**src/verilog/svsc_pkg.sv**
```systemverilog
// package for the supply supervisor control block
// assumes a 100 MHz aclk and an AXI4-Lite register bus
`default_nettype none
package svsc_pkg;
  localparam int          CLK_MHZ         = 100;
  // settling times in microseconds
  localparam int          TON_US          = 50;
  localparam int          TSETTLE_US      = 12;
  localparam int          TON_CYC         = TON_US * CLK_MHZ;
  localparam int          TSETTLE_CYC     = TSETTLE_US * CLK_MHZ;
  // printed offset 0x55 is not word aligned: kept as an index
  localparam logic [7:0]  CTL_IDX         = 8'h55;
  localparam logic [11:0] CTL_ADDR        = {2'h0, CTL_IDX, 2'h0};
  localparam logic [11:0] INT_STAT_ADDR   = 12'h200;
  localparam logic [11:0] INT_MASK_ADDR   = 12'h204;
  localparam int          LVL_HI          = 7;
  localparam int          LVL_LO          = 4;
  localparam int          BIT_RST_EN      = 3;
  localparam int          BIT_ACTIVE      = 2;
  localparam int          BIT_CMP         = 1;
  localparam int          BIT_FLAG        = 0;
  localparam logic [3:0]  LVL_OFF         = 4'h0;
  localparam logic [3:0]  LVL_EXT         = 4'hf;
  localparam logic [1:0]  RESP_OKAY       = 2'h0;
  localparam logic [1:0]  RESP_SLVERR     = 2'h2;
  // interrupt status bits: flag set, settling done
  localparam int          IRQ_FLAG        = 0;
  localparam int          IRQ_READY       = 1;
  typedef enum logic [1:0] {ST_OFF, ST_SETTLE, ST_ON} svsc_state_t;
endpackage
`default_nettype wire

```
**src/verilog/svsc_top.sv**
```systemverilog
// supply supervisor control: level select, latched flag, reset request
// assumes an analog comparator outside and a brownout reset input
//
// The implementer's own choice: the AXI4-Lite interface to the registers.
`default_nettype none
module svsc_top
  import svsc_pkg::*;
#(
  parameter int TON_CYCLES    = TON_CYC,
  parameter int SETTLE_CYCLES = TSETTLE_CYC
)(
  input  wire logic        aclk,              // system clock
  input  wire logic        aresetn,           // bus reset, active low
  input  wire logic        brownout_resetn,   // brownout reset, active low
  input  wire logic        comparator_raw,    // comparator, high = supply ok
  output logic             supervisor_en,     // analog supervisor power
  output logic [3:0]       threshold_sel,     // internal threshold code
  output logic             ext_sense_sel,     // route external sense input
  output logic             por_request,       // power-on reset request
  output logic             irq,               // interrupt level
  input  wire logic [11:0] s_axi_awaddr,      // write address
  input  wire logic        s_axi_awvalid,     // write address valid
  output logic             s_axi_awready,     // write address ready
  input  wire logic [31:0] s_axi_wdata,       // write data
  input  wire logic [3:0]  s_axi_wstrb,       // write strobes
  input  wire logic        s_axi_wvalid,      // write data valid
  output logic             s_axi_wready,      // write data ready
  output logic [1:0]       s_axi_bresp,       // write response
  output logic             s_axi_bvalid,      // write response valid
  input  wire logic        s_axi_bready,      // write response ready
  input  wire logic [11:0] s_axi_araddr,      // read address
  input  wire logic        s_axi_arvalid,     // read address valid
  output logic             s_axi_arready,     // read address ready
  output logic [31:0]      s_axi_rdata,       // read data
  output logic [1:0]       s_axi_rresp,       // read response
  output logic             s_axi_rvalid,      // read data valid
  input  wire logic        s_axi_rready       // read data ready
);
  localparam int CW = $clog2(TON_CYCLES + 1);
  // the counter is sized from the longer delay, so the short one must fit
  if (TON_CYCLES < 1 || SETTLE_CYCLES < 1 || SETTLE_CYCLES > TON_CYCLES)
  begin
    $error("svsc_top: bad settling counts");
  end

  logic [3:0]  level_select;
  logic        reset_on_low_enable;
  logic        low_voltage_flag;
  logic [1:0]  int_status;
  logic [1:0]  int_mask;
  logic [2:0]  cmp_sync;
  logic        comparator_out;
  svsc_state_t state;
  logic [CW-1:0] settle_cnt;
  logic        aw_held, w_held;
  logic [11:0] aw_addr;
  logic [31:0] w_data;
  logic [3:0]  w_strb;
  logic [1:0]  bresp;
  logic        bvalid, rvalid;
  logic [31:0] rdata;
  logic [1:0]  rresp;

  logic [3:0]  next_level_select;
  logic        next_reset_on_low_enable;
  logic        next_low_voltage_flag;
  logic [1:0]  next_int_status;
  logic [1:0]  next_int_mask;
  logic [2:0]  next_cmp_sync;
  logic        next_comparator_out;
  svsc_state_t next_state;
  logic [CW-1:0] next_settle_cnt;
  logic        next_aw_held, next_w_held;
  logic [11:0] next_aw_addr;
  logic [31:0] next_w_data;
  logic [3:0]  next_w_strb;
  logic [1:0]  next_bresp;
  logic        next_bvalid, next_rvalid;
  logic [31:0] next_rdata;
  logic [1:0]  next_rresp;

  logic        monitor_active;
  logic        wr_fire;
  logic        rd_fire;
  logic        low_cond;
  logic [7:0]  ctl_read;

  function automatic logic [CW-1:0] cyc(input int n);
    cyc = CW'(n - 1);
  endfunction

  // active only in the monitoring state
  assign monitor_active = (state == ST_ON);
  assign ctl_read = {level_select, reset_on_low_enable, monitor_active,
                     comparator_out, low_voltage_flag};
  // comparator low means supply below threshold
  assign low_cond = monitor_active & ~comparator_out;

  // powered only while level is non-zero
  assign supervisor_en = (level_select != LVL_OFF);
  // internal threshold for codes one to fourteen
  assign threshold_sel = (level_select == LVL_EXT) ? LVL_OFF : level_select;
  // all ones routes the external sense input
  assign ext_sense_sel = (level_select == LVL_EXT);
  // reset request follows flag when enabled and active
  // no request while the enable is clear
  assign por_request = reset_on_low_enable & low_voltage_flag & monitor_active;
  assign irq = |(int_status & int_mask);

  assign s_axi_awready = ~aw_held & ~bvalid;
  assign s_axi_wready  = ~w_held & ~bvalid;
  assign s_axi_bvalid  = bvalid;
  assign s_axi_bresp   = bresp;
  assign s_axi_arready = ~rvalid;
  assign s_axi_rvalid  = rvalid;
  assign s_axi_rdata   = rdata;
  assign s_axi_rresp   = rresp;

  assign wr_fire = (aw_held | s_axi_awvalid) & (w_held | s_axi_wvalid) & ~bvalid;
  assign rd_fire = s_axi_arvalid & ~rvalid;

  always_comb
  begin
    logic [11:0] wa;
    logic [31:0] wd;
    logic [3:0]  ws;
    logic        lv_changed;
    wa = aw_held ? aw_addr : s_axi_awaddr;
    wd = w_held ? w_data : s_axi_wdata;
    ws = w_held ? w_strb : s_axi_wstrb;
    lv_changed = 1'b0;
    next_level_select        = level_select;
    next_reset_on_low_enable = reset_on_low_enable;
    next_low_voltage_flag    = low_voltage_flag;
    next_int_status          = int_status;
    next_int_mask            = int_mask;
    next_aw_held = aw_held;
    next_w_held  = w_held;
    next_aw_addr = aw_addr;
    next_w_data  = w_data;
    next_w_strb  = w_strb;
    next_bresp   = bresp;
    next_bvalid  = bvalid & ~s_axi_bready;
    next_rvalid  = rvalid & ~s_axi_rready;
    next_rdata   = rdata;
    next_rresp   = rresp;
    // three stage synchroniser, change taken when stages two and three agree
    next_cmp_sync = {cmp_sync[1:0], comparator_raw};
    next_comparator_out = (cmp_sync[2] == cmp_sync[1]) ? cmp_sync[2] : comparator_out;
    if (s_axi_awvalid & s_axi_awready & ~wr_fire)
    begin
      next_aw_held = 1'b1;
      next_aw_addr = s_axi_awaddr;
    end
    if (s_axi_wvalid & s_axi_wready & ~wr_fire)
    begin
      next_w_held = 1'b1;
      next_w_data = s_axi_wdata;
      next_w_strb = s_axi_wstrb;
    end
    if (wr_fire)
    begin
      next_aw_held = 1'b0;
      next_w_held  = 1'b0;
      next_bvalid  = 1'b1;
      next_bresp   = RESP_OKAY;
      if (wa[11:2] == CTL_ADDR[11:2])
      begin
        if (ws[0])
        begin
          // active and comparator bits ignore writes
          next_level_select        = wd[LVL_HI:LVL_LO];
          next_reset_on_low_enable = wd[BIT_RST_EN];
          // software may only clear or keep the flag
          next_low_voltage_flag    = wd[BIT_FLAG] & low_voltage_flag;
          lv_changed = (wd[LVL_HI:LVL_LO] != level_select);
        end
      end
      else if (wa[11:2] == INT_STAT_ADDR[11:2])
      begin
        if (ws[0])
          next_int_status = int_status & ~wd[1:0];
      end
      else if (wa[11:2] == INT_MASK_ADDR[11:2])
      begin
        if (ws[0])
          next_int_mask = wd[1:0];
      end
      else
        next_bresp = RESP_SLVERR;
    end
    // set wins over a software clear
    if (low_cond)
      next_low_voltage_flag = 1'b1;
    if (low_cond & ~low_voltage_flag)
      next_int_status[IRQ_FLAG] = 1'b1;
    if ((state == ST_SETTLE) && (settle_cnt == '0) && !lv_changed)
      next_int_status[IRQ_READY] = 1'b1;
    if (rd_fire)
    begin
      next_rvalid = 1'b1;
      next_rresp  = RESP_OKAY;
      next_rdata  = '0;
      if (s_axi_araddr[11:2] == CTL_ADDR[11:2])
        next_rdata = {24'h0, ctl_read};
      else if (s_axi_araddr[11:2] == INT_STAT_ADDR[11:2])
        next_rdata = {30'h0, int_status};
      else if (s_axi_araddr[11:2] == INT_MASK_ADDR[11:2])
        next_rdata = {30'h0, int_mask};
      else
        next_rresp = RESP_SLVERR;
    end
    // settling sequencer
    next_state      = state;
    next_settle_cnt = settle_cnt;
    case (state)
      ST_OFF:
        if (next_level_select != LVL_OFF)
        begin
          // long delay from off to on
          next_state      = ST_SETTLE;
          next_settle_cnt = cyc(TON_CYCLES);
        end
      ST_SETTLE:
        if (settle_cnt != '0)
          next_settle_cnt = settle_cnt - 1'b1;
        else
          next_state = ST_ON;
      ST_ON:
        next_state = ST_ON;
      default:
        next_state = ST_OFF;
    endcase
    if (state != ST_OFF && lv_changed)
    begin
      if (next_level_select == LVL_OFF)
        next_state = ST_OFF;
      else
      begin
        // settling holds active low, blocking flag and reset
        next_state      = ST_SETTLE;
        next_settle_cnt = cyc(SETTLE_CYCLES);
      end
    end
  end

  always_ff @(posedge aclk)
  begin
    // control and flag cleared by brownout only
    if (!brownout_resetn)
    begin
      level_select        <= LVL_OFF;
      reset_on_low_enable <= 1'b0;
      low_voltage_flag    <= 1'b0;
      state               <= ST_OFF;
      settle_cnt          <= '0;
    end
    else
    begin
      level_select        <= next_level_select;
      reset_on_low_enable <= next_reset_on_low_enable;
      low_voltage_flag    <= next_low_voltage_flag;
      state               <= next_state;
      settle_cnt          <= next_settle_cnt;
    end
  end

  always_ff @(posedge aclk)
  begin
    if (!aresetn)
    begin
      int_status     <= 2'h0;
      int_mask       <= 2'h0;
      cmp_sync       <= 3'h7;
      comparator_out <= 1'b1;
      aw_held        <= 1'b0;
      w_held         <= 1'b0;
      aw_addr        <= 12'h000;
      w_data         <= 32'h0;
      w_strb         <= 4'h0;
      bresp          <= RESP_OKAY;
      bvalid         <= 1'b0;
      rvalid         <= 1'b0;
      rdata          <= 32'h0;
      rresp          <= RESP_OKAY;
    end
    else
    begin
      int_status     <= next_int_status;
      int_mask       <= next_int_mask;
      cmp_sync       <= next_cmp_sync;
      comparator_out <= next_comparator_out;
      aw_held        <= next_aw_held;
      w_held         <= next_w_held;
      aw_addr        <= next_aw_addr;
      w_data         <= next_w_data;
      w_strb         <= next_w_strb;
      bresp          <= next_bresp;
      bvalid         <= next_bvalid;
      rvalid         <= next_rvalid;
      rdata          <= next_rdata;
      rresp          <= next_rresp;
    end
  end
endmodule
`default_nettype wire

```
**config.mk**
```make
export PLATFORM = sky130hd
export DESIGN_NAME = svsc_top
export DESIGN_NICKNAME = d
export VERILOG_FILES = /design/src/verilog/svsc_pkg.sv /design/src/verilog/svsc_top.sv
export SDC_FILE = /design/constraint.sdc
export NUM_CORES = 1
export LEC_CHECK = 0
export ABC_AREA = 1
export BUFFER_PORTS_ARGS = -buffer_cell sky130_fd_sc_hd__buf_2
export CAP_MARGIN = 20
export CORE_MARGIN = 4
export CORE_UTILIZATION = 55
export CTS_CLUSTER_DIAMETER = 40
export DETAILED_ROUTE_END_ITERATION = 16
export PLACE_DENSITY = 0.89
export RECOVER_POWER = 50
export SLEW_MARGIN = 40
export SYNTH_ARGS = -nofsm -noshare
export SYNTH_HDL_FRONTEND = slang
export SYNTH_SLANG_ARGS = --single-unit
export TNS_END_PERCENT = 10
```
**constraint.sdc**
```tcl
create_clock -name aclk -period 6.3 [get_ports aclk]
set_clock_uncertainty 0.2 [all_clocks]
set_input_delay 0.315 -clock aclk [delete_from_list [all_inputs] [get_ports aclk]]
set_output_delay 0.315 -clock aclk [all_outputs]
set_load 0.1 [all_outputs]
```
---- Yosys cells after proc, flatten, opt, wreduce, memory -nomap -nowiden ----
Cells that the tools add are included.
word-level totals
  register bits ........................... 90
  output and inout port bits .............. 49
operators by class
  equal/unequal tests ..................... 15
  bitwise gates (word level) .............. 33
  mux-type cells .......................... 41
  add/sub/neg operators ................... 1
  reductions and logical operators ........ 28
operators by type and width
  cell                   number
  $mux 13                4
  $eq 10x8->1 const B    4
  $mux 2                 15
  $pmux 13 s2            1
  $eq 10x7->1 const B    2
  $reduce_bool 2->1      10
  $and 1x1->1            16
  $mux 4                 4
  $mux 8                 2
  $logic_not 13->1       1
  $mux 1                 13
  $reduce_bool 13->1     1
  $sub 13x1->13 const B  1
  $mux 12                1
  $not 1->1              12
  $reduce_and 4->1       2
  $reduce_bool 4->1      2
  $pmux 2 s3             1
  $reduce_and 3->1       2
  $reduce_and 5->1       1
  $and 2x2->2            2
  $eq 4x4->1 const B     1
  $logic_not 4->1        1
  $ne 2x1->1 const B     2
  other kinds (13)       17

---- Longest topological paths before layout ----
  depth in word-level cells ............... 9
  gate-level depth with buffers ........... 18

---- Worst setup path after synthesis ----
No wires, ideal clock.
  kind .................................... register -> output
  from .................................... register level_select[2]
  to ...................................... output threshold_sel[0]
  setup slack ............................. 0.404 ns
  data required time ...................... 5.785 ns
  arrival ................................. 5.381 ns
  cell stages (with the launch flop) ...... 4
  cells stage by stage .................... dfxtp_1 > inv_1 > nor4_1 > nor2_1
between the ends
  longest elaborated chain between the ends .. 2
ends and longest elaborated chain
  what                    RTL line         source
  start, declared         svsc_top.sv:46   logic [3:0] level_select;
  start signal, assigned  svsc_top.sv:260  level_select <= next_level_select;
  $eq 4x4->1              n/a
  net ext_sense_sel       svsc_top.sv:18   output logic ext_sense_sel,
  $mux 4                  svsc_top.sv:102  assign threshold_sel = (level_select == LVL_EXT) ? LVL_OFF : level_select;
  end, declared           svsc_top.sv:17   output logic [3:0] threshold_sel,
The timed path passes the listed nets, and every way through them passes these cells.

---- Final worst setup path ----
  from .................................... register aw_held
  to ...................................... register settle_cnt[4]
between the ends
  longest elaborated chain between the ends .. 9
ends and longest elaborated chain
  what                                               RTL line                          source
  start, declared                                    svsc_top.sv:55                    logic aw_held, w_held;
  start signal, assigned                             svsc_top.sv:293                   aw_held <= next_aw_held;
  $mux 12 / $or 1x1->1 (equally long branches)       svsc_top.sv:128, svsc_top.sv:119
  $eq 10x7->1 / $and 1x1->1 (equally long branches)  svsc_top.sv:167, svsc_top.sv:119
  $mux 4 / $and 1x1->1 (equally long branches)       svsc_top.sv:167, svsc_top.sv:119
  $mux 4                                             svsc_top.sv:161                   if (wr_fire)
  $reduce_bool 4->1                                  svsc_top.sv:218                   if (next_level_select != LVL_OFF)
  $mux 13                                            svsc_top.sv:218
  $pmux 13 s2                                        svsc_top.sv:216                   case (state)
  $mux 13                                            svsc_top.sv:236                   if (next_level_select == LVL_OFF)
  $mux 13 (*)                                        svsc_top.sv:234                   if (state != ST_OFF && lv_changed)
  end signal, assigned                               svsc_top.sv:264                   settle_cnt <= next_settle_cnt;
  end, declared                                      svsc_top.sv:54                    logic [CW-1:0] settle_cnt;
Every way passes the cells marked *; elsewhere a longest branch is shown, timed or not.
A chain may end at the register's enable or synchronous reset.

==> key figures <==
Outcome
  • Status: completed

STA
  • Tcrit/Tclk final: 50.31%
  • Final setup vio count: 0
  • Fin. max-slew vios: 0
  • Period minus WS final: 3.170 ns
  • Maximum clock frequency: 315.5 MHz
  • RSZ-0062 raised after global routing: false
  • Fin Setup TNS: 0 ns
  • Count of final hold-check violations: 0
  • Actual slew at the worst max-slew pin: 1.195 ns
  • Slew margin rel.: 20.69%

Die
  • Die width: 88.93 um
  • Floorplan row count: 29
  • Core box area: 6350 um2
  • Die area: 7909 um2
  • # IOs: 118
  • Initial core utilization: 56.73%
  • Die Ht: 88.93 um

Power
  • Combinational power share: 42.4%
  • Sw frac: 44.94%
  • Clk pwr share: 26.0%
  • P_sw: 671.5 uW
  • Cell-internal power: 822.6 uW
  • Worst vdd ir: 0.2893 mV
  • Seq pwr share: 31.6%
  • Total leakage power: 0.001802 uW
  • Pwr/cell area: 372.1 nW/um2

Clock tree
  • CTS Buf Count: 9
  • Clock Path Buffers: 2
  • Clock sink count: 61
  • CTS root buffer: clkbuf_8
  • CTS hold repair buffers: 2
  • Post-CTS setup buffer count: 0
  • CTS tree: built
  • Post-CTS sizing: 0
  • Clock slew at reported path FFs: 0.08 ns
  • Worst-skew pair later-pin latency: 0.35 ns
  • Max H-tree Level: 3

Final layout
  • Fin util: 63.23%
  • Proportion of layout cells with a drive suffix above 1: 14.93%
  • Filler cell count in the final layout: 581
  • # diodes: 0
  • Final #Nets: 671
  • Commonest non-fill, non-tap cell in the layout: nand2_1
  • Post-route insts no fill: 680
  • Most frequent cells in the layout: 113 x nand2_1, 70 x inv_1, 61 x dfxtp_1, 57 x nor2_1, 50 x o21ai_0
  • Synth-to-layout area growth: 11.46%

Yosys
  • Register area share after synthesis: 33.90%
  • Synth area leaders: dfxtp_1 34%, nand2_1 12%, inv_1 7.3%
  • Post-synthesis cell count: 542
  • Synth area leader: dfxtp_1
  • Post-synth cell types: 39
  • Asr flop ratio synth: 0%
  • Yosys warnings: 0
  • Number of synthesized flops with an enable pin: 0
  • Post-synthesis average cell area: 6.646 um2
  • Synth Flop Type: dfxtp_1
  • Mapped Area: 3602 um2
  • Post-synth top area share: 33.90%
  • #FFs+latches synth: 61

Global route
  • Pin count of the biggest net entering global routing: 32
  • Vias in the first global route: 3559
  • Gr ovfl total: 0
  • First-pass GRT wire length: 14930 um
  • Antenna violations before repair: 0
  • Global Route Usage Sum: 23.62%

Run
  • Max Cap Violations: 0

Routing
  • Vias/cell: 5.288
  • Via count of the routed design: 3596
  • Met1 wire length: 3631 um
  • Initial DRC count: 194
  • Metal2 WL: 4248 um
  • Avg WL per Cell: 12.90 um
  • TritonRoute pass-1 iters: 4
  • Met3 routed WL: 705 um
  • Total wire length: 8771 um
  • Post-route ant nets: 0
  • Drt drc: 0
  • DR top layer: met4

Placed design
  • Hpwl dp: 6485 um
  • IO buf count: 59
  • Placed insts: 662
  • GP Congestion: 0.8727

Critical path
  • Kind of critical path: reg -> reg
  • FF-to-FF setup slack: 3.13 ns
  • CP endpoint kind: flop
  • Worst setup SP type: flop
  • Required @ worst endpoint: 6.34 ns
  • WP data arrival: 3.21 ns
  • Crit path max fanout: 17

Worst hold path
  • HP Class: in -> reg
-- worst paths after layout --
kind,startpoint,endpoint,cells after the start
setup / recovery,aw_held$_SDFFE_PP0P_,settle_cnt[4]$_SDFF_PN0_,11
hold / removal,brownout_resetn,settle_cnt[1]$_SDFF_PN0_,3
setup reg to reg,aw_held$_SDFFE_PP0P_,settle_cnt[4]$_SDFF_PN0_,11
hold reg to reg,cmp_sync[0]$_SDFF_PN1_,cmp_sync[1]$_SDFF_PN1_,1
-- layer usage --
layer  up-vias  global-route usage [%]
met2       156                   42.58
met3        20                   6.452
li1       1813                       -
met5         -                       0
met4         0                   9.337
met1      1607                   26.29
-- stage by stage --
step	instance area (um2)	total power [uW]	setup slack [ns]	hold slack, ns
detailed placement	3806	1099	3.559	0.2021
floorplan	3696	997.4	0.4043	0.1925
finish	4015	1494	3.130	0.04591
global route	4015	1601	2.880	0.07812
CTS	4048	1491	3.510	0.03555
global placement	3806	1079	3.627	0.1966
-- layout make-up --
cell class | instances | area [um2] | area share (%)
multi-input cells | 391 | 1902 | 47.37
repair buffers | 61 | 294.0 | 7.323
inverters | 74 | 280.3 | 6.980
flip-flops and latches | 61 | 1221 | 30.41
well taps | 77 | 96.34 | 2.400
clock buffers | 9 | 123.9 | 3.085
clock inverters | 7 | 97.59 | 2.431
-- synth_stat cells, types with 2 or more instances --
| master | number |
|---|---|
| dfxtp_1 | 61 |
| nor2_1 | 57 |
| nand2_1 | 113 |
| nand4_1 | 16 |
| buf_4 | 27 |
| a211oi_1 | 2 |
| o21ai_1 | 2 |
| a41oi_1 | 2 |
| nand3_2 | 2 |
| nor2_4 | 4 |
| nor2_2 | 2 |
| a21oi_1 | 45 |
| o31ai_1 | 2 |
| ha_1 | 4 |
| xor2_1 | 4 |
| clkbuf_1 | 11 |
| nand2_4 | 2 |
| inv_1 | 70 |
| nand3_1 | 21 |
| nor3_1 | 4 |
| o21ai_0 | 50 |
| inv_2 | 3 |
| or2_2 | 4 |
| nand2_2 | 13 |
| buf_6 | 2 |
| nor4_1 | 6 |
-- worst max-delay path, cell delays in order, from the launching register on --
cell and delay [ns]:
dfxtp_1 0.73, nor2_1 0.15, nor3_1 0.73, nand4_2 0.31
inv_2 0.17, nand3_2 0.10, nor2_2 0.13, inv_2 0.08
nor2_4 0.25, nor2_4 0.06, o21ai_0 0.10, nor2_1 0.05
-- flip-flops by register name, indices dropped and copies added, names as in the netlist, 2 cells and up --
signal        count
aw_addr          10
cmp_sync          3
int_mask          2
int_status        2
level_select      4
s_axi_rdata       8
settle_cnt       13
state             2
w_data            7
-- power by group through the flow --
stage                     Clock [uW]  Sequential [uW]  Combinational (uW)
after global routing             412              477                 711
after CTS                        394              471                 625
final                            388              472                 634
after floorplan                    0              507                 490
after global placement             0              477                 602
after detailed placement           0              479                 621
-- kinds of logic (layout without fill, tap and decap cells) --
logic type | Yosys count | after routing | share of synthesized area (%)
DFF | 61 | 61 | 33.90
other | 1 | 26 | 0.1041
AOI/OAI and AO/OA | 109 | 109 | 16.08
buffers and inverters | 115 | 151 | 15.60
and+or+nand+nor | 248 | 248 | 31.96
xor gates and xnor gates | 4 | 4 | 0.9725
adders and majority gates | 4 | 4 | 1.389
No activity file was read; power rests on OpenSTA's default activity.
